--- src/include/timer16_pkg.sv ---
package timer16_pkg;

   // register byte addresses on the apb bus
   localparam logic [11:0] CTRL_A_OFS   = 12'h080;
   localparam logic [11:0] CTRL_B_OFS   = 12'h084;
   localparam logic [11:0] COUNT_OFS    = 12'h088;
   localparam logic [11:0] CMP_A_OFS    = 12'h08C;
   localparam logic [11:0] CMP_B_OFS    = 12'h090;
   localparam logic [11:0] CAPT_OFS     = 12'h094;
   localparam logic [11:0] IRQ_STAT_OFS = 12'h098;
   localparam logic [11:0] IRQ_MASK_OFS = 12'h09C;
   localparam logic [11:0] PIN_DIR_OFS  = 12'h0A0;

   // field positions and write masks
   localparam int          CHA_MODE_LSB  = 6;
   localparam int          CHB_MODE_LSB  = 4;
   localparam int          WAVE_HIGH_LSB = 3;
   localparam logic [7:0]  CTRL_A_WMASK  = 8'hF3;
   localparam logic [7:0]  CTRL_B_WMASK  = 8'h1F;
   localparam logic [7:0]  CTRL_RESET    = 8'h00;
   localparam int          IRQ_OVF       = 0;
   localparam int          IRQ_CMPA      = 1;
   localparam int          IRQ_CMPB      = 2;

   // counter values
   localparam logic [15:0] BOTTOM     = 16'h0000;
   localparam logic [15:0] TOP_MAX    = 16'hFFFF;
   localparam logic [15:0] TOP_8      = 16'h00FF;
   localparam logic [15:0] TOP_9      = 16'h01FF;
   localparam logic [15:0] TOP_10     = 16'h03FF;
   localparam logic [15:0] COUNT_STEP = 16'h0001;

   // waveform modes
   localparam logic [3:0] M_NORMAL    = 4'h0;
   localparam logic [3:0] M_PC8       = 4'h1;
   localparam logic [3:0] M_PC9       = 4'h2;
   localparam logic [3:0] M_PC10      = 4'h3;
   localparam logic [3:0] M_CTC_CMPA  = 4'h4;
   localparam logic [3:0] M_FAST8     = 4'h5;
   localparam logic [3:0] M_FAST9     = 4'h6;
   localparam logic [3:0] M_FAST10    = 4'h7;
   localparam logic [3:0] M_PFC_CAPT  = 4'h8;
   localparam logic [3:0] M_PFC_CMPA  = 4'h9;
   localparam logic [3:0] M_PC_CAPT   = 4'hA;
   localparam logic [3:0] M_PC_CMPA   = 4'hB;
   localparam logic [3:0] M_CTC_CAPT  = 4'hC;
   localparam logic [3:0] M_FAST_CAPT = 4'hE;
   localparam logic [3:0] M_FAST_CMPA = 4'hF;

   // compare output codes
   localparam logic [1:0] OUT_OFF    = 2'h0;
   localparam logic [1:0] OUT_TOGGLE = 2'h1;
   localparam logic [1:0] OUT_CLEAR  = 2'h2;
   localparam logic [1:0] OUT_SET    = 2'h3;

   // tick source codes and divider widths
   localparam logic [2:0] TSEL_STOP  = 3'h0;
   localparam logic [2:0] TSEL_DIV1  = 3'h1;
   localparam logic [2:0] TSEL_DIV8  = 3'h2;
   localparam logic [2:0] TSEL_DIV64 = 3'h3;
   localparam logic [2:0] TSEL_D256  = 3'h4;
   localparam logic [2:0] TSEL_D1024 = 3'h5;
   localparam logic [2:0] TSEL_FALL  = 3'h6;
   localparam logic [2:0] TSEL_RISE  = 3'h7;
   localparam int         DIV_W      = 10;

   typedef enum logic [2:0] {
      KIND_UP = 3'b001, KIND_FAST = 3'b010, KIND_DUAL = 3'b100
   } count_kind_t;
   typedef enum logic [2:0] {
      TOP_FIXED = 3'b001, TOP_CAPT = 3'b010, TOP_CMPA = 3'b100
   } top_src_t;
   typedef enum logic [3:0] {
      AT_NOW = 4'b0001, AT_TOP = 4'b0010, AT_BOT = 4'b0100, AT_MAX = 4'b1000
   } event_at_t;
   typedef enum logic [1:0] {DIR_UP = 2'b01, DIR_DOWN = 2'b10} dir_t;

   typedef struct packed {
      count_kind_t kind;
      top_src_t    top_src;
      logic [15:0] fixed_top;
      event_at_t   upd_at;
      event_at_t   tov_at;
      logic        a_toggle_ok;
   } mode_info_t;

   function automatic logic [15:0] bits_top(input logic [1:0] b);
      case (b)
         2'h1:    bits_top = TOP_8;
         2'h2:    bits_top = TOP_9;
         default: bits_top = TOP_10;
      endcase
   endfunction : bits_top

   function automatic mode_info_t decode_mode(input logic [3:0] m);
      mode_info_t i;
      i = '{KIND_UP, TOP_FIXED, TOP_MAX, AT_NOW, AT_MAX, 1'b0};
      case (m)
         M_CTC_CMPA: i.top_src = TOP_CMPA;
         M_CTC_CAPT: i.top_src = TOP_CAPT;
         M_PC8, M_PC9, M_PC10: begin
            i = '{KIND_DUAL, TOP_FIXED, bits_top(m[1:0]), AT_TOP, AT_BOT,
                  1'b0};
         end
         M_FAST8, M_FAST9, M_FAST10: begin
            i = '{KIND_FAST, TOP_FIXED, bits_top(m[1:0]), AT_BOT, AT_TOP,
                  1'b0};
         end
         M_PFC_CAPT: i = '{KIND_DUAL, TOP_CAPT, TOP_MAX, AT_BOT, AT_BOT, 1'b0};
         M_PFC_CMPA: i = '{KIND_DUAL, TOP_CMPA, TOP_MAX, AT_BOT, AT_BOT, 1'b1};
         M_PC_CAPT:  i = '{KIND_DUAL, TOP_CAPT, TOP_MAX, AT_TOP, AT_BOT, 1'b0};
         M_PC_CMPA:  i = '{KIND_DUAL, TOP_CMPA, TOP_MAX, AT_TOP, AT_BOT, 1'b1};
         M_FAST_CAPT: i = '{KIND_FAST, TOP_CAPT, TOP_MAX, AT_BOT, AT_TOP, 1'b1};
         M_FAST_CMPA: i = '{KIND_FAST, TOP_CMPA, TOP_MAX, AT_BOT, AT_TOP, 1'b1};
         default: ;
      endcase
      decode_mode = i;
   endfunction : decode_mode

endpackage : timer16_pkg

--- src/rtl/tick_prescaler.sv ---
module tick_prescaler
   import timer16_pkg::*;
#(
   parameter int unsigned PRE_W = DIV_W
)(
   // clock and reset
   input  wire logic       core_clk,
   input  wire logic       resetn,
   // source choice and pin
   input  wire logic [2:0] tick_source_select,
   input  wire logic       tick_pin,
   // tick enable out
   output logic            timer_tick_enable
);

   if (PRE_W < DIV_W) begin : g_chk
      $error("prescaler too narrow for the largest divider");
   end

   typedef struct packed {
      logic [PRE_W-1:0] div;
      logic [2:0]       sync;
   } pre_t;

   pre_t s_q, s_d;

   always_comb begin
      s_d      = s_q;
      s_d.div  = s_q.div + PRE_W'(1);
      // stage 0 feeds stage 1 only; edges are seen between stages 1 and 2
      s_d.sync = {s_q.sync[1:0], tick_pin};
      case (tick_source_select)
         TSEL_DIV1:  timer_tick_enable = 1'b1;
         TSEL_DIV8:  timer_tick_enable = &s_q.div[2:0];
         TSEL_DIV64: timer_tick_enable = &s_q.div[5:0];
         TSEL_D256:  timer_tick_enable = &s_q.div[7:0];
         TSEL_D1024: timer_tick_enable = &s_q.div[9:0];
         TSEL_FALL:  timer_tick_enable = s_q.sync[2] & ~s_q.sync[1];
         TSEL_RISE:  timer_tick_enable = ~s_q.sync[2] & s_q.sync[1];
         default:    timer_tick_enable = 1'b0;
      endcase
   end

   always_ff @(posedge core_clk or negedge resetn) begin
      if (!resetn) begin
         s_q <= '0;
      end else begin
         s_q <= s_d;
      end
   end

endmodule : tick_prescaler

--- src/rtl/chan_wave_unit.sv ---
module chan_wave_unit
   import timer16_pkg::*;
(
   // clock and reset
   input  wire logic        core_clk,
   input  wire logic        resetn,
   // counter events
   input  wire logic        match,
   input  wire logic        bottom_evt,
   input  wire logic        dir_up,
   input  wire count_kind_t kind,
   input  wire logic        cmp_is_top,
   // configuration
   input  wire logic [1:0]  out_mode,
   input  wire logic        toggle_ok,
   // output
   output logic             wave,
   output logic             takeover
);

   typedef struct packed {logic wave;} unit_t;
   unit_t s_q, s_d;

   always_comb begin
      s_d      = s_q;
      takeover = (out_mode != OUT_OFF);
      case (kind)
         KIND_FAST: begin
            if (out_mode == OUT_TOGGLE && !toggle_ok) takeover = 1'b0;
            if (bottom_evt && out_mode[1]) s_d.wave = (out_mode == OUT_CLEAR);
            // a compare at top would fight the bottom action, so skip it
            if (match && out_mode[1] && !cmp_is_top) begin
               s_d.wave = (out_mode == OUT_SET);
            end
            if (match && takeover && out_mode == OUT_TOGGLE) begin
               s_d.wave = ~s_q.wave;
            end
         end
         KIND_DUAL: begin
            if (out_mode == OUT_TOGGLE && !toggle_ok) takeover = 1'b0;
            if (match && out_mode[1]) begin
               s_d.wave = ((out_mode == OUT_SET) == dir_up);
            end
            if (match && takeover && out_mode == OUT_TOGGLE) begin
               s_d.wave = ~s_q.wave;
            end
         end
         default: begin
            if (match) begin
               case (out_mode)
                  OUT_TOGGLE: s_d.wave = ~s_q.wave;
                  OUT_CLEAR:  s_d.wave = 1'b0;
                  OUT_SET:    s_d.wave = 1'b1;
                  default:    s_d.wave = s_q.wave;
               endcase
            end
         end
      endcase
      wave = s_q.wave;
   end

   always_ff @(posedge core_clk or negedge resetn) begin
      if (!resetn) begin
         s_q <= '0;
      end else begin
         s_q <= s_d;
      end
   end
endmodule : chan_wave_unit

--- src/rtl/timer16_waveform_mode_ctrl.sv ---
// Function
// - all logic on core clock, counting gated by tick
// - control a holds channel modes, mode low
// - nonzero channel mode hands pin to waveform, except pwm toggle without toggle_ok
// - non-pwm: off, toggle, clear, set on match
// - fast pwm: clear/set on match, inverse at bottom
// - fast pwm: clear/set match at top ignored
// - dual slope: direction decides clear or set
// - mode is control b high plus a low
// - normal and ctc: immediate update, overflow at max
// - modes 1-3 phase correct, fixed top
// - modes 5-7,14,15 fast pwm, load at bottom
// - modes 8,9 load and overflow at bottom
// - modes 10,11 load at top, overflow bottom
// - bottom events timed like top events
// - dual slope holds top one tick
// - mode high bits at control b 4:3
// - tick source: stop, dividers or pin edge
module timer16_waveform_mode_ctrl
   import timer16_pkg::*;
(
   // clock and reset
   input  wire logic        core_clk,
   input  wire logic        resetn,
   // apb slave
   input  wire logic [11:0] paddr,
   input  wire logic        psel,
   input  wire logic        penable,
   input  wire logic        pwrite,
   input  wire logic [31:0] pwdata,
   output logic      [31:0] prdata,
   output logic             pready,
   output logic             pslverr,
   // external tick pin
   input  wire logic        tick_pin,
   // compare output pins
   output logic             chan_a_wave_pin_o,
   output logic             chan_a_wave_pin_oe_n,
   output logic             chan_a_takeover,
   output logic             chan_b_wave_pin_o,
   output logic             chan_b_wave_pin_oe_n,
   output logic             chan_b_takeover,
   // interrupt
   output logic             irq
);

   ////////////////////////////////////////////////////////////////////////
   // state

   typedef struct packed {
      logic [7:0]  ctrl_a;
      logic [7:0]  ctrl_b;
      logic [15:0] count;
      logic [15:0] cmp_a_buf;
      logic [15:0] cmp_b_buf;
      logic [15:0] cmp_a;
      logic [15:0] cmp_b;
      logic [15:0] capt;
      logic [2:0]  stat;
      logic [2:0]  mask;
      logic [1:0]  pin_dir;
      dir_t        dir;
      logic [1:0]  pend;
      logic        block;
      logic [31:0] rdata;
   } regs_t;

   regs_t       r_q;
   regs_t       r_d;
   mode_info_t  info;
   logic [3:0]  mode;
   logic        tick;
   logic [15:0] top;
   logic        at_top;
   logic        at_bot;
   logic        wr;
   logic        rd_setup;
   logic        cnt_wr;
   logic        tov_evt;
   logic        upd_evt;
   logic [2:0]  set_ev;
   logic [2:0]  clr_ev;
   logic [1:0]  match;
   logic [1:0]  wave;
   logic [1:0]  takeover;
   logic [1:0]  ch_code [2];
   logic [15:0] ch_cmp  [2];

   function automatic logic addr_hit(input logic [11:0] a);
      case (a)
         CTRL_A_OFS, CTRL_B_OFS, COUNT_OFS, CMP_A_OFS, CMP_B_OFS,
         CAPT_OFS, IRQ_STAT_OFS, IRQ_MASK_OFS, PIN_DIR_OFS: addr_hit = 1'b1;
         default: addr_hit = 1'b0;
      endcase
   endfunction : addr_hit

   ////////////////////////////////////////////////////////////////////////
   // tick source

   tick_prescaler u_pre (
      .core_clk           (core_clk),
      .resetn             (resetn),
      .tick_source_select (r_q.ctrl_b[2:0]),
      .tick_pin           (tick_pin),
      .timer_tick_enable  (tick)
   );

   ////////////////////////////////////////////////////////////////////////
   // mode decode and counter events

   always_comb begin
      mode = {r_q.ctrl_b[WAVE_HIGH_LSB+:2], r_q.ctrl_a[1:0]};
      info = decode_mode(mode);
      case (info.top_src)
         TOP_CAPT: top = r_q.capt;
         TOP_CMPA: top = r_q.cmp_a;
         default:  top = info.fixed_top;
      endcase
      at_top   = (r_q.count == top);
      at_bot   = (r_q.count == BOTTOM);
      wr       = psel & penable & pwrite;
      rd_setup = psel & ~penable & ~pwrite;
      cnt_wr   = wr && paddr == COUNT_OFS;
      // bottom modes use the same tick-relative timing as top modes
      case (info.tov_at)
         AT_TOP:  tov_evt = tick & at_top;
         AT_BOT:  tov_evt = tick & at_bot;
         default: tov_evt = tick & (r_q.count == TOP_MAX);
      endcase
      case (info.upd_at)
         AT_TOP:  upd_evt = tick & at_top;
         AT_BOT:  upd_evt = tick & at_bot;
         default: upd_evt = 1'b1;
      endcase
      // a software count write masks the next tick's compare
      match[0] = tick & ~r_q.block & (r_q.count == r_q.cmp_a);
      match[1] = tick & ~r_q.block & (r_q.count == r_q.cmp_b);
   end

   ////////////////////////////////////////////////////////////////////////
   // next state

   always_comb begin
      r_d = r_q;

      // counting sequence
      if (tick) begin
         r_d.block = 1'b0;
         if (info.kind == KIND_DUAL) begin
            if (r_q.dir == DIR_UP) begin
               if (at_top) begin
                  r_d.dir   = DIR_DOWN;
                  r_d.count = r_q.count - COUNT_STEP;
               end else begin
                  r_d.count = r_q.count + COUNT_STEP;
               end
            end else begin
               if (at_bot) begin
                  r_d.dir   = DIR_UP;
                  r_d.count = r_q.count + COUNT_STEP;
               end else begin
                  r_d.count = r_q.count - COUNT_STEP;
               end
            end
         end else begin
            r_d.dir = DIR_UP;
            if (at_top) begin
               r_d.count = BOTTOM;
            end else begin
               r_d.count = r_q.count + COUNT_STEP;
            end
         end
      end

      // double buffered compare values
      if (upd_evt) begin
         r_d.cmp_a = r_q.cmp_a_buf;
         r_d.cmp_b = r_q.cmp_b_buf;
      end

      // match flag follows one tick after the match itself
      if (tick) begin
         r_d.pend = match;
      end
      set_ev = {tick & r_q.pend[1], tick & r_q.pend[0], tov_evt};

      // software writes
      clr_ev = '0;
      if (wr) begin
         case (paddr)
            CTRL_A_OFS: r_d.ctrl_a = pwdata[7:0] & CTRL_A_WMASK;
            CTRL_B_OFS: r_d.ctrl_b = pwdata[7:0] & CTRL_B_WMASK;
            COUNT_OFS: begin
               r_d.count = pwdata[15:0];
               r_d.block = 1'b1;
            end
            CMP_A_OFS:    r_d.cmp_a_buf = pwdata[15:0];
            CMP_B_OFS:    r_d.cmp_b_buf = pwdata[15:0];
            CAPT_OFS:     r_d.capt      = pwdata[15:0];
            IRQ_STAT_OFS: clr_ev        = pwdata[2:0];
            IRQ_MASK_OFS: r_d.mask      = pwdata[2:0];
            PIN_DIR_OFS:  r_d.pin_dir   = pwdata[1:0];
            default: ;
         endcase
      end
      // a flag raised in the same cycle as its clear stays set
      r_d.stat = (r_q.stat & ~clr_ev) | set_ev;

      // read data is captured in the setup phase
      if (rd_setup) begin
         case (paddr)
            CTRL_A_OFS:   r_d.rdata = {24'h000000, r_q.ctrl_a};
            CTRL_B_OFS:   r_d.rdata = {24'h000000, r_q.ctrl_b};
            COUNT_OFS:    r_d.rdata = {16'h0000, r_q.count};
            CMP_A_OFS:    r_d.rdata = {16'h0000, r_q.cmp_a_buf};
            CMP_B_OFS:    r_d.rdata = {16'h0000, r_q.cmp_b_buf};
            CAPT_OFS:     r_d.rdata = {16'h0000, r_q.capt};
            IRQ_STAT_OFS: r_d.rdata = {29'h0000000, r_q.stat};
            IRQ_MASK_OFS: r_d.rdata = {29'h0000000, r_q.mask};
            PIN_DIR_OFS:  r_d.rdata = {30'h0000000, r_q.pin_dir};
            default:      r_d.rdata = 32'h00000000;
         endcase
      end
   end

   always_ff @(posedge core_clk or negedge resetn) begin
      if (!resetn) begin
         r_q        <= '0;
         r_q.ctrl_a <= CTRL_RESET;
         r_q.ctrl_b <= CTRL_RESET;
         r_q.dir    <= DIR_UP;
      end else begin
         r_q <= r_d;
      end
   end

   ////////////////////////////////////////////////////////////////////////
   // compare output channels

   always_comb begin
      ch_code[0] = r_q.ctrl_a[CHA_MODE_LSB+:2];
      ch_code[1] = r_q.ctrl_a[CHB_MODE_LSB+:2];
      ch_cmp[0]  = r_q.cmp_a;
      ch_cmp[1]  = r_q.cmp_b;
   end

   for (genvar ch = 0; ch < 2; ch++) begin : g_ch
      chan_wave_unit u_unit (
         .core_clk   (core_clk),
         .resetn     (resetn),
         .match      (match[ch]),
         .bottom_evt (tick & at_bot),
         .dir_up     (r_q.dir == DIR_UP),
         .kind       (info.kind),
         .cmp_is_top (ch_cmp[ch] == top),
         .out_mode   (ch_code[ch]),
         .toggle_ok  ((ch == 0) ? info.a_toggle_ok : 1'b0),
         .wave       (wave[ch]),
         .takeover   (takeover[ch])
      );
   end

   ////////////////////////////////////////////////////////////////////////
   // pins, bus answer and interrupt

   always_comb begin
      chan_a_wave_pin_o    = wave[0];
      chan_b_wave_pin_o    = wave[1];
      chan_a_takeover      = takeover[0];
      chan_b_takeover      = takeover[1];
      // the driver turns on only when the direction bit agrees
      chan_a_wave_pin_oe_n = ~(takeover[0] & r_q.pin_dir[0]);
      chan_b_wave_pin_oe_n = ~(takeover[1] & r_q.pin_dir[1]);
      prdata               = r_q.rdata;
      pready               = 1'b1;
      pslverr              = psel & penable & ~addr_hit(paddr);
      irq                  = |(r_q.stat & r_q.mask);
   end
endmodule : timer16_waveform_mode_ctrl

--- config.mk ---
export PLATFORM = sky130hd
export DESIGN_NAME = timer16_waveform_mode_ctrl
export DESIGN_NICKNAME = d
export VERILOG_FILES = /design/src/include/timer16_pkg.sv /design/src/rtl/tick_prescaler.sv /design/src/rtl/chan_wave_unit.sv /design/src/rtl/timer16_waveform_mode_ctrl.sv
export SDC_FILE = /design/constraint.sdc
export NUM_CORES = 1
export LEC_CHECK = 0
export ABC_AREA = 1
export BUFFER_PORTS_ARGS = -buffer_cell sky130_fd_sc_hd__buf_2
export CORE_MARGIN = 2
export CORE_UTILIZATION = 40
export CTS_BUF_LIST = sky130_fd_sc_hd__clkbuf_4
export CTS_CLUSTER_SIZE = 10
export DETAILED_ROUTE_END_ITERATION = 10
export GPL_ROUTABILITY_DRIVEN = 0
export HOLD_SLACK_MARGIN = 0.08
export PLACE_DENSITY = 0.69
export SETUP_SLACK_MARGIN = 0.5
export SYNTH_ARGS = -nofsm -noshare
export SYNTH_HDL_FRONTEND = slang
export SYNTH_SLANG_ARGS = --single-unit
--- constraint.sdc ---
create_clock -name core_clk -period 8.8 [get_ports core_clk]
set_clock_uncertainty 0.15 [all_clocks]
set_input_delay 1.32 -clock core_clk [delete_from_list [all_inputs] [get_ports core_clk]]
set_output_delay 1.32 -clock core_clk [all_outputs]
set_load 0.02 [all_outputs]
# Word-level counts from Yosys, hierarchy flattened
# Index checks and enable logic that the tools add are counted.
# classes
n_bitwise,31
multipliers,0
n_shift,0
n_addsub,3
n_lt_le_gt_ge,0
n_reduce_logical,48
div,0
eq_ne,61
muxes,53
# ops
cell,count
25-bit one-hot mux with 7 select lines,1
16-bit two-way mux,9
16-bit one-hot mux with 9 select lines,1
"12-bit by 8-bit == test with 1-bit output, second input constant",9
16-bit == test,5
48-bit two-way mux,1
16-bit one-hot mux with 2 select lines,1
"4-bit == test, second input constant",7
"4-bit by 3-bit == test with 1-bit output, second input constant",6
1-bit two-way mux,22
10-bit one-hot mux with 2 select lines,1
"3-bit == test, second input constant",6
1-bit AND,17
"16-bit by 1-bit adder with 16-bit output, second input constant",1
"16-bit == test, second input constant",1
"4-bit by 2-bit == test with 1-bit output, second input constant",4
16-bit logical NOT,1
"16-bit by 1-bit subtractor with 16-bit output, second input constant",1
1-bit logical AND,15
2-bit AND reduction,7
"3-bit by 2-bit == test with 1-bit output, second input constant",4
1-bit one-hot mux with 2 select lines,6
3-bit one-hot mux with 2 select lines,2
"10-bit by 1-bit adder with 10-bit output, second input constant",1
32 further kinds,67
# totals
elab_cells,215
romBits,0
mem_count,0
ramBits,0
latchBits,0
input_bits,50
out_inout_bits,41
reg_bits,167

# Logic depth before layout (Yosys ltp)
# Gate-level depths: netlist (run 1).
# logic_depth
depth_word,12
depth_mapped,24
ltp_nobuf,23

# Cells and area by module
# A second synthesis (run 1) with hierarchy kept.
# unflattened
cells_unflattened,1405
area_unflattened_um2,10118.5
# modules_own_cells
mod,area_per_inst_um2,seq_area_each_um2,instances,cells_each
timer16_waveform_mode_ctrl,8933.6,3404.5,1,1239
chan_wave_unit,299.0,25.0,2,54
tick_prescaler,586.8,325.3,1,58

# Worst setup path before layout (run 1)
# No wires, ideal clock.
# synth_timing
path_kind,reg2out
from,register r_q (netlist bit mode[1])
to,output port chan_b_wave_pin_oe_n
setup_slack_ns,4.945
t_arrival_ns,2.385
required_ns,7.330
path_stages_with_launch,12
cell_sequence,dfrtp_1 -> inv_1 -> ha_1 -> inv_1 -> nor2_1 -> nor2_2 -> nor2_1 -> inv_1 -> ha_1 -> inv_1 -> o21ai_0 -> nand2_1
# synth_via
elab_chain_cells,7
# synth_rtl
item,line,rtl
start: declaration,timer16_waveform_mode_ctrl.sv:68,regs_t r_q;
start signal: assignment,timer16_waveform_mode_ctrl.sv:233,r_q <= r_d;
"4-bit == test, or another cell as far along",timer16_pkg.sv:98,case (m)
7-bit OR reduction (no source line) / 5-bit OR reduction (equally long branches),-,
3-bit one-hot mux with 2 select lines (*),timer16_pkg.sv:98,
3-bit == test / 3-bit by 2-bit == test with 1-bit output (equally long branches),chan_wave_unit.sv:27,case (kind)
1-bit one-hot mux with 2 select lines (*),chan_wave_unit.sv:27,
via chan_b_takeover,timer16_waveform_mode_ctrl.sv:42,"output logic chan_b_takeover,"
1-bit AND (*),timer16_waveform_mode_ctrl.sv:273,chan_b_wave_pin_oe_n = ~(takeover[1] & r_q.pin_dir[1]);
1-bit NOT (*),timer16_waveform_mode_ctrl.sv:273,
end: declaration,timer16_waveform_mode_ctrl.sv:41,"output logic chan_b_wave_pin_oe_n,"
# Mark *: on every way through the listed nets, which the timed path passes. The rest lies on a longest branch.

# Worst setup path after layout (run 1)
# layout_timing
from,register r_q (netlist bit mode[0])
to,output port chan_a_wave_pin_oe_n
# layout_via
elab_chain_cells,10
# layout_rtl
item,line,rtl
"4-bit by 3-bit == test with 1-bit output, or another cell as far along",timer16_pkg.sv:98,
3-bit OR reduction / 2-bit OR reduction (equally long branches),-,
25-bit one-hot mux with 7 select lines,timer16_pkg.sv:98,
1-bit logical NOT,"chan_wave_unit.sv:29, chan_wave_unit.sv:40",
1-bit logical AND,"chan_wave_unit.sv:29, chan_wave_unit.sv:40",
1-bit two-way mux,"chan_wave_unit.sv:29, chan_wave_unit.sv:40",
1-bit two-way mux,chan_wave_unit.sv:27,
1-bit one-hot mux with 2 select lines (*),chan_wave_unit.sv:27,
1-bit AND (*),timer16_waveform_mode_ctrl.sv:272,chan_a_wave_pin_oe_n = ~(takeover[0] & r_q.pin_dir[0]);
1-bit NOT (*),timer16_waveform_mode_ctrl.sv:272,
end: declaration,timer16_waveform_mode_ctrl.sv:38,"output logic chan_a_wave_pin_oe_n,"
# Mark *: on every way between the ends. The rest lies on a longest branch, timed or not. The select of a mux whose other input is x is not followed.

==> metrics.yaml, run 1 <==
die:
  row_count: 57
  core-area_um2: 24100
  die_w_um: 160
  initial_utilization_pct: 40.3
  die_area_um2: 25500
  fp.dieH_um: 160
  num_io_pins: 91
route:
  routed_via_density: 5.25
  post-route-drc-count: 0
  antenna_left: 0
  vias: 8933
  routed_wl_mm: 27.8
  wire_per_inst_um: 16.3
  drt_iter0_drc: 966
  drtPass1Iterations: 6
sta:
  setup_slack_ps: 4290
  hold_violations: 0
  period_share_pct: 51.3
  finalSetupTns_ps: 0
  fmax_mhz: 222
  max-slew-margin-rel_pct: 21.7
  slew_violations: 0
  finalSetupViolations: 0
  worst_pin_slew_ps: 1170
  rsz0062_at_grt: "false"
  holdWs_ps: 204
  period_needed_ps: 4510
pwr:
  cellLeakagePower_nw: 4.69
  power_mw: 1.30
  ir_worst_vdd_uv: 89.8
  power_density_nw_per_um2: 126
min_path:
  hold_class: "reg -> reg"
  hold_start: "u_pre.s_d[1]$_DFF_PN0_"
  hold_depth: 0
  whs_endpoint: "u_pre.s_d[2]$_DFF_PN0_"
final_layout:
  final_area_um2: 10400
  drive_gt1_share_pct: 9.52
  mostFrequentLayoutCells: "nand2_1, inv_1, dfrtp_1"
  finalNonFillerCells: 1702
  syn2layout_area_growth_pct: 6.75
  final_core_utilization_pct: 43.0
  nNetsFinal: 1427
  nFillCells: 2521
  layout_commonest_cell: "nand2_1"
global_routing:
  antenna_found_initial: 1
  grt_max_degree: 84
  track_usage_pct: 22.2
  grt_pass1_wl_mm: 45.0
  grt_pass1_vias: 8473
  gr-total-overflow: 0
yosys:
  ys_ff_latch: 151
  async_flop_share_pct: 100
  synth_cells: 1348
  syn-cell-area_um2: 9710
  ys_seq_area_share_pct: 38.9
  ys.flop_type: "dfrtp_1"
  syn_area_per_cell_um2: 7.20
  yosysWarningCount: 0
  yosysUniqueCellTypes: 49
  synth_enable_flop_cells: 0
critical_path:
  path_cells: "inv_1, ha_1, inv_1, nand2_1, nor2_2, nor2_1, inv_1, nand2_1, ha_1, inv_1, a31oi_1, nand2_1, buf_2"
  reg2reg_depth: 19
  crit_required_ps: 7330
  reg2reg_slack_ps: 4410
  worstPathArrival_ps: 3040
  crit_path_start_kind: "flip-flop"
  path_common_cell: "inv_1"
  worstPathMaxFanout: 6
  cp_top_family: "adder cells"
  crit_buf_inv: 5
  end_kind: "primary output"
  critical_path_class: "reg -> out"
  reg2reg_to: "ch_cmp[1]$_DFFE_PN0P_"
  cp_slowest_cell: "dfrtp_1"
  r2r-start: "mode[0]$_DFFE_PN0P_"
  critical_path_depth: 13
  slowest_delay_ps: 430
clock_tree:
  cts_hold_buffers: 0
  clkTransAtPathRegs_ps: 170
  cts_buffer_depth: 2
  cts_root_buf: "clkbuf_4"
  htreeDepth: 4
  cts.sinks: 151
  cts_resized: 0
  cts_buffers: 17
  clock_latency_ps: 610
  tritoncts: "done"
  cts_setup_buffers: 0
status:
  status: "complete, no violations"
place:
  place_area_um2: 10100
  portBuffers: 57
  dp_hpwl_mm: 20.2
  dp.cells: 1668
  dp_slack_ps: 4550
job:
  drv_cap: 0
==> metal layers <==
| layer | track usage, % | wire [µm] | vias up | share of wire, % |
|---|---|---|---|---|
| li1 | - | - | 4349 | - |
| met1 | 29.5 | 12200 | 4195 | 44 |
| met2 | 36.2 | 13000 | 333 | 47 |
| met3 | 4.44 | 1870 | 56 | 6.7 |
| met4 | 7.33 | 721 | 0 | 2.6 |
| met5 | 0 | 0 | - | 0 |
==> cells in the mapped netlist, types with 11 or more instances <==
cell | instances | area share, %
nand2_1 | 337 | 13
inv_1 | 168 | 6.5
dfrtp_1 | 150 | 39
o21ai_0 | 104 | 5.4
nand3_1 | 96 | 4.9
nor2_1 | 94 | 3.6
xor2_1 | 51 | 4.6
o21ai_1 | 46 | 2.4
a21oi_1 | 38 | 2.0
buf_4 | 34 | 2.6
clkbuf_1 | 32 | 1.2
nand4_1 | 28 | 1.8
o22ai_1 | 22 | 1.4
xnor2_1 | 16 | 1.4
ha_1 | 14 | 1.8
nor3_1 | 14 | 0.72
buf_2 | 13 | 0.67
a221oi_1 | 11 | 0.99
==> state kept, by name (all words and copies together) (netlist names) <==
signal and count:
ch_cmp 32, ch_code 4, g_ch.u_unit.wave 2, mode 4, prdata 16, r_q 80
u_pre.s_d 2, u_pre.s_q 11
==> worst max path at each step <==
stage,from,end,slack [ps]
floorplan,mode[1]$_DFFE_PN0P_,chan_b_wave_pin_oe_n,4950
global placement,mode[0]$_DFFE_PN0P_,ch_cmp[27]$_DFFE_PN0P_,4660
detailed placement,mode[1]$_DFFE_PN0P_,ch_cmp[16]$_DFFE_PN0P_,4550
CTS,mode[1]$_DFFE_PN0P_,chan_b_wave_pin_oe_n,4300
global route,mode[1]$_DFFE_PN0P_,chan_a_wave_pin_oe_n,3940
finish,mode[0]$_DFFE_PN0P_,chan_a_wave_pin_oe_n,4290
==> where the power goes <==
part | leakage, nW | switching [mW] | internal, mW
Sequential | 2.00 | 0.0181 | 0.701
Clock | 0.163 | 0.313 | 0.159
Combinational | 2.52 | 0.0774 | 0.0343
Total | 4.69 | 0.408 | 0.895
==> logic make-up after synthesis <==
kind of cell / Yosys count / share of synthesized area (%)
adder cells (fa/ha/maj): 14 / 1.80
AO/OA/AOI/OAI: 242 / 13.8
XOR/XNOR: 68 / 6.21
flip-flops: 151 / 38.9
AND/OR/NAND/NOR: 610 / 27.3
buffers and inverters: 260 / 11.7
multiplexers: 1 / 0.116
other: 2 / 0.0774
==> final cells by class <==
type / instances / area [µm²] / share of cell area (%)
repair buffers: 63 / 337 / 3.25
multi-input cells: 952 / 4860 / 46.9
diodes: 2 / 5.00 / 0.0483
flip-flops and latches: 151 / 3780 / 36.5
clock buffers: 17 / 128 / 1.23
well taps: 324 / 405 / 3.91
inverters: 178 / 668 / 6.45
clock inverters: 15 / 179 / 1.73
==> worst register-to-register path: cells and delay by family (launching register included) <==
| kind | cells | cell delay [ps] |
|---|---|---|
| AO/OA/AOI/OAI | 3 | 430 |
| XOR/XNOR | 1 | 210 |
| adder cells (fa/ha/maj) | 2 | 1000 |
| buffers and inverters | 2 | 440 |
| flip-flops | 1 | 430 |
| AND/OR/NAND/NOR | 11 | 1610 |
Power figures use the tool's default switching activity.
==> run 2, diff against run 1 <==
--- a/config.mk
+++ b/config.mk
@@ -14,7 +14,7 @@
 export DETAILED_ROUTE_END_ITERATION = 10
 export GPL_ROUTABILITY_DRIVEN = 0
 export HOLD_SLACK_MARGIN = 0.08
-export PLACE_DENSITY = 0.69
+export PLACE_DENSITY = 0.71
 export SETUP_SLACK_MARGIN = 0.5
 export SYNTH_ARGS = -nofsm -noshare
 export SYNTH_HDL_FRONTEND = slang
==> constraint.sdc (replaced) <==
create_clock -name core_clk -period 3.86 [get_ports core_clk]
set_clock_uncertainty 0.15 [all_clocks]
set_input_delay 0.579 -clock core_clk [delete_from_list [all_inputs] [get_ports core_clk]]
set_output_delay 0.579 -clock core_clk [all_outputs]
set_load 0.02 [all_outputs]
==> run 2 against run 1 <==
Compared with the run above: via count grew 7.5%; total power up 130%; count of clock-buffer cells in the layout is 2 higher; worst setup slack worse by 3900 ps; combinational power rose to 2.5 times the previous value; worst hold slack lost 86 ps; final cell count is 4.1% higher; sequential power increased by 130%; largest power group unchanged.
==> metrics.yaml, run 2 (synthesis gave the netlist of run 1 again) <==
status:
  status: "complete, no violations"
die:
  num_io_pins: 91  # unchanged
  fp.dieH_um: 160  # unchanged
  initial_utilization_pct: 40.3  # unchanged
  core-area_um2: 24100  # unchanged
  row_count: 57  # unchanged
  die_w_um: 160  # unchanged
  die_area_um2: 25500  # unchanged
route:
  routed_wl_mm: 29.8  # +7.4%
  vias: 9607  # +7.5%
  antenna_left: 0  # unchanged
  routed_via_density: 5.42  # +3.3%
  post-route-drc-count: 0  # unchanged
  drt_iter0_drc: 1235  # +28%
  wire_per_inst_um: 16.8  # +3.2%
  drtPass1Iterations: 8  # +2
pwr:
  p_sw_mw: 0.836  # +100%
  cellLeakagePower_nw: 5.15  # +9.9%
  seqPwrFrac_pct: 54.8  # -0.4 points
  ir_worst_vdd_uv: 177  # +97%
  combinationalPowerShare_pct: 9.5  # +0.9 points
  p_clk_share_pct: 35.6  # -0.6 points
  p_int_mw: 2.15  # +140%
  power_mw: 2.99  # +130%
  power_density_nw_per_um2: 260  # +110%
  switching_share_pct: 28.0  # -3.4 points
final_layout:
  top_register: "r_q"
  final_area_um2: 11500  # +11%
  final_core_utilization_pct: 47.8  # +4.8 points
  seqCellArea_um2: 3780  # unchanged
  diodes: 0  # -2
  drive_gt1_share_pct: 19.3  # +9.7 points
  nNetsFinal: 1500  # +5.1%
  multi_input_area_um2: 5290  # +8.7%
  largest_reg_flops: 80  # unchanged
  layout_commonest_cell: "nand2_1"
  nFillCells: 2366  # -6.1%
  mostFrequentLayoutCells: "nand2_1, inv_1, dfrtp_1"
  syn2layout_area_growth_pct: 18.6
sta:
  max-slew-margin-rel_pct: 41.4  # +20 points
  finalSetupViolations: 0  # unchanged
  period_share_pct: 90.3
  slew_violations: 0  # unchanged
  finalSetupTns_ps: 0  # unchanged
  period_needed_ps: 3490
  fmax_mhz: 287
  rsz0062_at_grt: "true"
  setup_slack_ps: 374  # -3910 ps
  worst_pin_slew_ps: 879  # -293 ps
  hold_violations: 0  # unchanged
clock_tree:
  cts_buffer_depth: 2  # unchanged
  cts_root_buf: "clkbuf_4"
  clock_latency_ps: 590  # -20 ps
  clkTransAtPathRegs_ps: 160  # about the same
  htreeDepth: 4  # unchanged
  tritoncts: "done"
  cts_buffers: 17  # unchanged
  cts.sinks: 151  # unchanged
global_routing:
  grt_pass1_vias: 9128  # +7.7%
  track_usage_pct: 23.4  # +1.2 points
  gr-total-overflow: 0  # unchanged
  antenna_found_initial: 0  # -1
  grt_pass1_wl_mm: 47.7  # +5.9%
  grt_max_degree: 94  # +12%
critical_path:
  path_cells: "inv_2, ha_4, nand3_4, nand3_4, inv_2, ha_4, buf_8, inv_6, nand3_4, xor2_2, nand3_2, nor2_2, nand2_1, nor2_1, nand2_1, nor2_4, nand3_4, nand4_1, o21ai_4, buf_12, buf_12, nand2_1, o21ai_1"
  path_common_cell: "nand3_4"
  critical_path_class: "reg -> reg"
  cp_slowest_cell: "dfrtp_1"
  reg2reg_depth: 23  # +4
  worstPathMaxFanout: 6  # unchanged
  crit_path_start_kind: "flip-flop"
  worstPathArrival_ps: 3790  # +750 ps
  critical_path_depth: 23  # +10
  crit_required_ps: 4160  # -3170 ps
  end_kind: "flip-flop"
  slowest_delay_ps: 450  # +20 ps
  cp_top_family: "simple AND/OR/NAND/NOR gates"
  crit_buf_inv: 6  # +1
place:
  dp_slack_ps: 83.2  # -4470 ps
  dp_hpwl_mm: 20.9  # +3.9%
  place_area_um2: 10400  # +3.1%
  portBuffers: 57  # unchanged
job:
  drv_cap: 0  # unchanged
min_path:
  hold_class: "in -> reg"
  hold_depth: 3  # +3
## run 2: final timing paths
check	start	end	slack, ps
worst min register to register	u_pre.s_d[1]$_DFF_PN0_	u_pre.s_d[2]$_DFF_PN0_	220
max in group asynchronous	resetn	prdata[8]$_DFFE_PN0P_	2270
worst max-delay path	mode[1]$_DFFE_PN0P_	ch_cmp[12]$_DFFE_PN0P_	370
worst max register to register	mode[1]$_DFFE_PN0P_	ch_cmp[12]$_DFFE_PN0P_	370
min in group asynchronous	resetn	u_pre.s_q[6]$_DFF_PN0_	450
worst min-delay path	pwdata[10]	r_q[135]$_DFF_PN0_	120
## run 2: power by group through the flow
stage / Combinational [mW] / Clock (mW) / Sequential, mW
4_1_cts: 0.273 / 1.08 / 1.64
5_1_grt: 0.316 / 1.14 / 1.64
2_1_floorplan: 0.192 / 0 / 1.64
6_report: 0.285 / 1.07 / 1.64
3_5_place_dp: 0.262 / 0 / 1.67
3_3_place_gp: 0.258 / 0 / 1.67
## run 2: layout make-up
| class | instances | area share (%) |
|---|---|---|
| repair inverters | 1 | 0.0761 |
| inverters | 178 | 5.91 |
| clock inverters | 12 | 1.31 |
| multi-input cells | 952 | 45.9 |
| clock buffers | 19 | 1.24 |
| repair buffers | 135 | 9.18 |
| flip-flops and latches | 151 | 32.8 |
| well taps | 324 | 3.52 |
## run 2: worst register-to-register path, stage by stage (launching register included)
cell and delay [ps]:
dfrtp_1 450, inv_2 140, ha_4 170, nand3_4 90
nand3_4 120, inv_2 50, ha_4 270, buf_8 130
inv_6 60, nand3_4 100, xor2_2 190, nand3_2 100
nor2_2 150, nand2_1 70, nor2_1 120, nand2_1 100
nor2_4 150, nand3_4 100, nand4_1 130, o21ai_4 130
buf_12 160, buf_12 140, nand2_1 50, o21ai_1 70
## run 2: metal layers
metal  GRT usage (%)  wire [µm]  up-vias
li1                -          -     4509
met1            30.5      12400     4536
met2            38.0      13800      452
met3            4.49       2230      110
met4            10.0       1390        0
met5               0          0        -
## run 2: what timing repair did
item                                   in CTS  in global routing
pin swaps                                  18                 23
cloned                                      4                  0
gates resized for setup                    57                 67
hold buffers                                2                  0
setup buffers                              20                 10
setup endpoints to repair                  57                 57
endpoints found under the hold margin      92                  0
## run 2: stage by stage
stage,hold slack [ps],cells
CTS,113,1762
floorplan,133,1363
global placement,194,1705
detailed placement,190,1705
global route,119,1772
finish,118,1772
==> run 3, diff against run 2 <==
--- a/config.mk
+++ b/config.mk
@@ -7,6 +7,7 @@
 export LEC_CHECK = 0
 export ABC_AREA = 1
 export BUFFER_PORTS_ARGS = -buffer_cell sky130_fd_sc_hd__buf_2
+export CORE_ASPECT_RATIO = 1.2
 export CORE_MARGIN = 2
 export CORE_UTILIZATION = 40
 export CTS_BUF_LIST = sky130_fd_sc_hd__clkbuf_4
==> run 3 against run 2 <==
Compared with the run above: critical path depth decreased by 1; sequential power about the same; count of clock-buffer cells in the layout decreased by 2; total power decreased by 0.79%; clock power decreased by 4%; combinational power increased by 5%; maximum frequency increased by 0.45%; critical endpoint is now ch_cmp[0]$_DFFE_PN0P_; worst setup slack improved by 16 ps; first-iteration DRC count decreased by 25%; highest routed layer unchanged; register-to-register slack improved by 20 ps; via count decreased by 0.83%.
==> metrics.yaml, run 3 (synthesis gave the netlist of run 1 again) <==
route:
  routed_wl_mm: 30.3  # +1.5%
  routed_via_density: 5.37  # -0.89%
  post-route-drc-count: 0  # unchanged
  drtPass1Iterations: 5  # -3
  antenna_left: 0  # unchanged
  vias: 9527  # -0.83%
  drt_iter0_drc: 926  # -25%
  wire_per_inst_um: 17.1  # +1.4%
final_layout:
  top_register: "r_q"
  layout_commonest_cell: "nand2_1"
  syn2layout_area_growth_pct: 19.9
  largest_reg_flops: 80  # unchanged
  drive_gt1_share_pct: 21.1  # +1.9 points
  mostFrequentLayoutCells: "nand2_1, inv_1, dfrtp_1"
  nNetsFinal: 1503  # +0.20%
  final_core_utilization_pct: 48.7  # +0.96 points
clock_tree:
  htreeDepth: 4  # unchanged
  cts_buffer_depth: 2  # unchanged
  cts.sinks: 151  # unchanged
  cts_buffers: 17  # unchanged
  tritoncts: "done"
  cts_root_buf: "clkbuf_4"
  clock_latency_ps: 610  # +20 ps
  clkTransAtPathRegs_ps: 150  # about the same
critical_path:
  crit_required_ps: 4200  # +40 ps
  end_kind: "flip-flop"
  reg2reg_slack_ps: 390  # +20 ps
  crit_end: "ch_cmp[0]$_DFFE_PN0P_"
  reg2reg_to: "ch_cmp[0]$_DFFE_PN0P_"
  worstPathArrival_ps: 3810  # +20 ps
  critical_path_class: "reg -> reg"
  reg2reg_depth: 22  # -4.3%
  crit_path_start_kind: "flip-flop"
  critPathLaunch: "mode[1]$_DFFE_PN0P_"
  r2r-start: "mode[1]$_DFFE_PN0P_"
  worstPathMaxFanout: 8  # +2
place:
  dp_slack_ps: 105  # +21.7 ps
  portBuffers: 57  # unchanged
  dp_hpwl_mm: 20.8  # -0.83%
die:
  fp.dieH_um: 175  # +9.3%
  core-area_um2: 23900  # -0.88%
  num_io_pins: 91  # unchanged
  die_w_um: 146  # -8.5%
  die_area_um2: 25500  # about the same
  initial_utilization_pct: 40.6  # +0.36 points
  row_count: 62  # +8.8%
status:
  status: "complete, no violations"
pwr:
  cellLeakagePower_nw: 5.18  # +0.55%
  power_mw: 2.97  # -0.79%
  power_density_nw_per_um2: 255  # -1.9%
  ir_worst_vdd_uv: 235  # +33%
sta:
  hold_violations: 0  # unchanged
  finalSetupTns_ps: 0  # unchanged
  fmax_mhz: 288  # +0.45%
  finalSetupViolations: 0  # unchanged
  rsz0062_at_grt: "true"
  slew_violations: 0  # unchanged
  period_share_pct: 89.9  # -0.40 points
  period_needed_ps: 3470  # -15.6 ps
  max-slew-margin-rel_pct: 21.8  # -20 points
  worst_pin_slew_ps: 1170  # +291 ps
  setup_slack_ps: 390  # +15.6 ps
global_routing:
  gr-total-overflow: 0  # unchanged
  gr-usage-met3_pct: 4.26  # -0.24 points
  track_usage_pct: 22.8  # -0.56 points
  grt_max_degree: 62  # -34%
  use_met2_pct: 38.1  # +0.13 points
  grt_pass1_vias: 8847  # -3.1%
  grt_pass1_wl_mm: 46.1  # -3.3%
  antenna_found_initial: 1  # +1
  grt_busiest_layer: "met2"
  grt_use_met1_pct: 28.4  # -2.1 points
job:
  drv_cap: 0  # unchanged
min_path:
  hold_class: "in -> reg"
  hold_start: "pwdata[3]"
run 3: how the worst min path moves through the flow:
stage                                  end  cells after the start
finish                  r_q[128]$_DFF_PN0_                      3
global route            r_q[131]$_DFF_PN0_                      3
CTS                     r_q[131]$_DFF_PN0_                      3
detailed placement  u_pre.s_d[2]$_DFF_PN0_                      0
global placement    u_pre.s_d[2]$_DFF_PN0_                      0
floorplan            ch_cmp[0]$_DFFE_PN0P_                      0
run 3: cell type report:
cell class,instances,area [µm²]
clock inverters,15,169
diodes,1,2.50
well taps,320,400
flip-flops and latches,151,3780
clock buffers,17,128
inverters,178,681
fillers,2328,12300
repair inverters,1,7.51
multi-input cells,953,5420
repair buffers,137,1050
run 3: layer usage:
metal | routed length [µm] | vias to the layer above | share of wire [%]
met2 | 14600 | 414 | 48
li1 | - | 4509 | -
met4 | 1580 | 0 | 5.2
met1 | 12000 | 4511 | 40
met5 | 0 | - | 0
met3 | 2130 | 93 | 7.0
run 3: worst max-delay path, cell delays in order, from the launching register on:
cell	delay [ps]
dfrtp_1	460
inv_2	130
ha_4	160
nand3_4	100
nand3_4	110
inv_2	50
ha_4	340
inv_8	70
nand3_4	110
xor2_2	160
nand3_1	130
nor2_2	160
nand2_2	70
nor2_2	120
nand2_2	80
nor2_4	140
nand3_2	130
nand4_1	150
o21ai_4	120
buf_12	160
buf_12	140
nand2_1	60
o21ai_1	60
run 3: timing repair:
item                                   4_1_cts  5_1_grt
buffers inserted                            16       21
hold buffers                                 3        0
setup endpoints to repair                   57       56
endpoints found under the hold margin       59        0
pin swaps                                   15       41
resized for setup                           48      112
cloned                                       3        1
run 3: through the flow:
stage	hold WS, ps	std cells	area [µm²]
final	98.9	1773	11600
after global routing	90.6	1773	11600
after detailed placement	189	1696	10300
after global placement	187	1696	10300
after floorplan	133	1363	9760
after CTS	85.3	1750	11000
run 3: where the power goes:
part           switching (mW)  internal [mW]  total, mW
registers              0.0399           1.60       1.64
clock network           0.722          0.305       1.03
logic                   0.198          0.102      0.300
total                   0.960           2.01       2.97
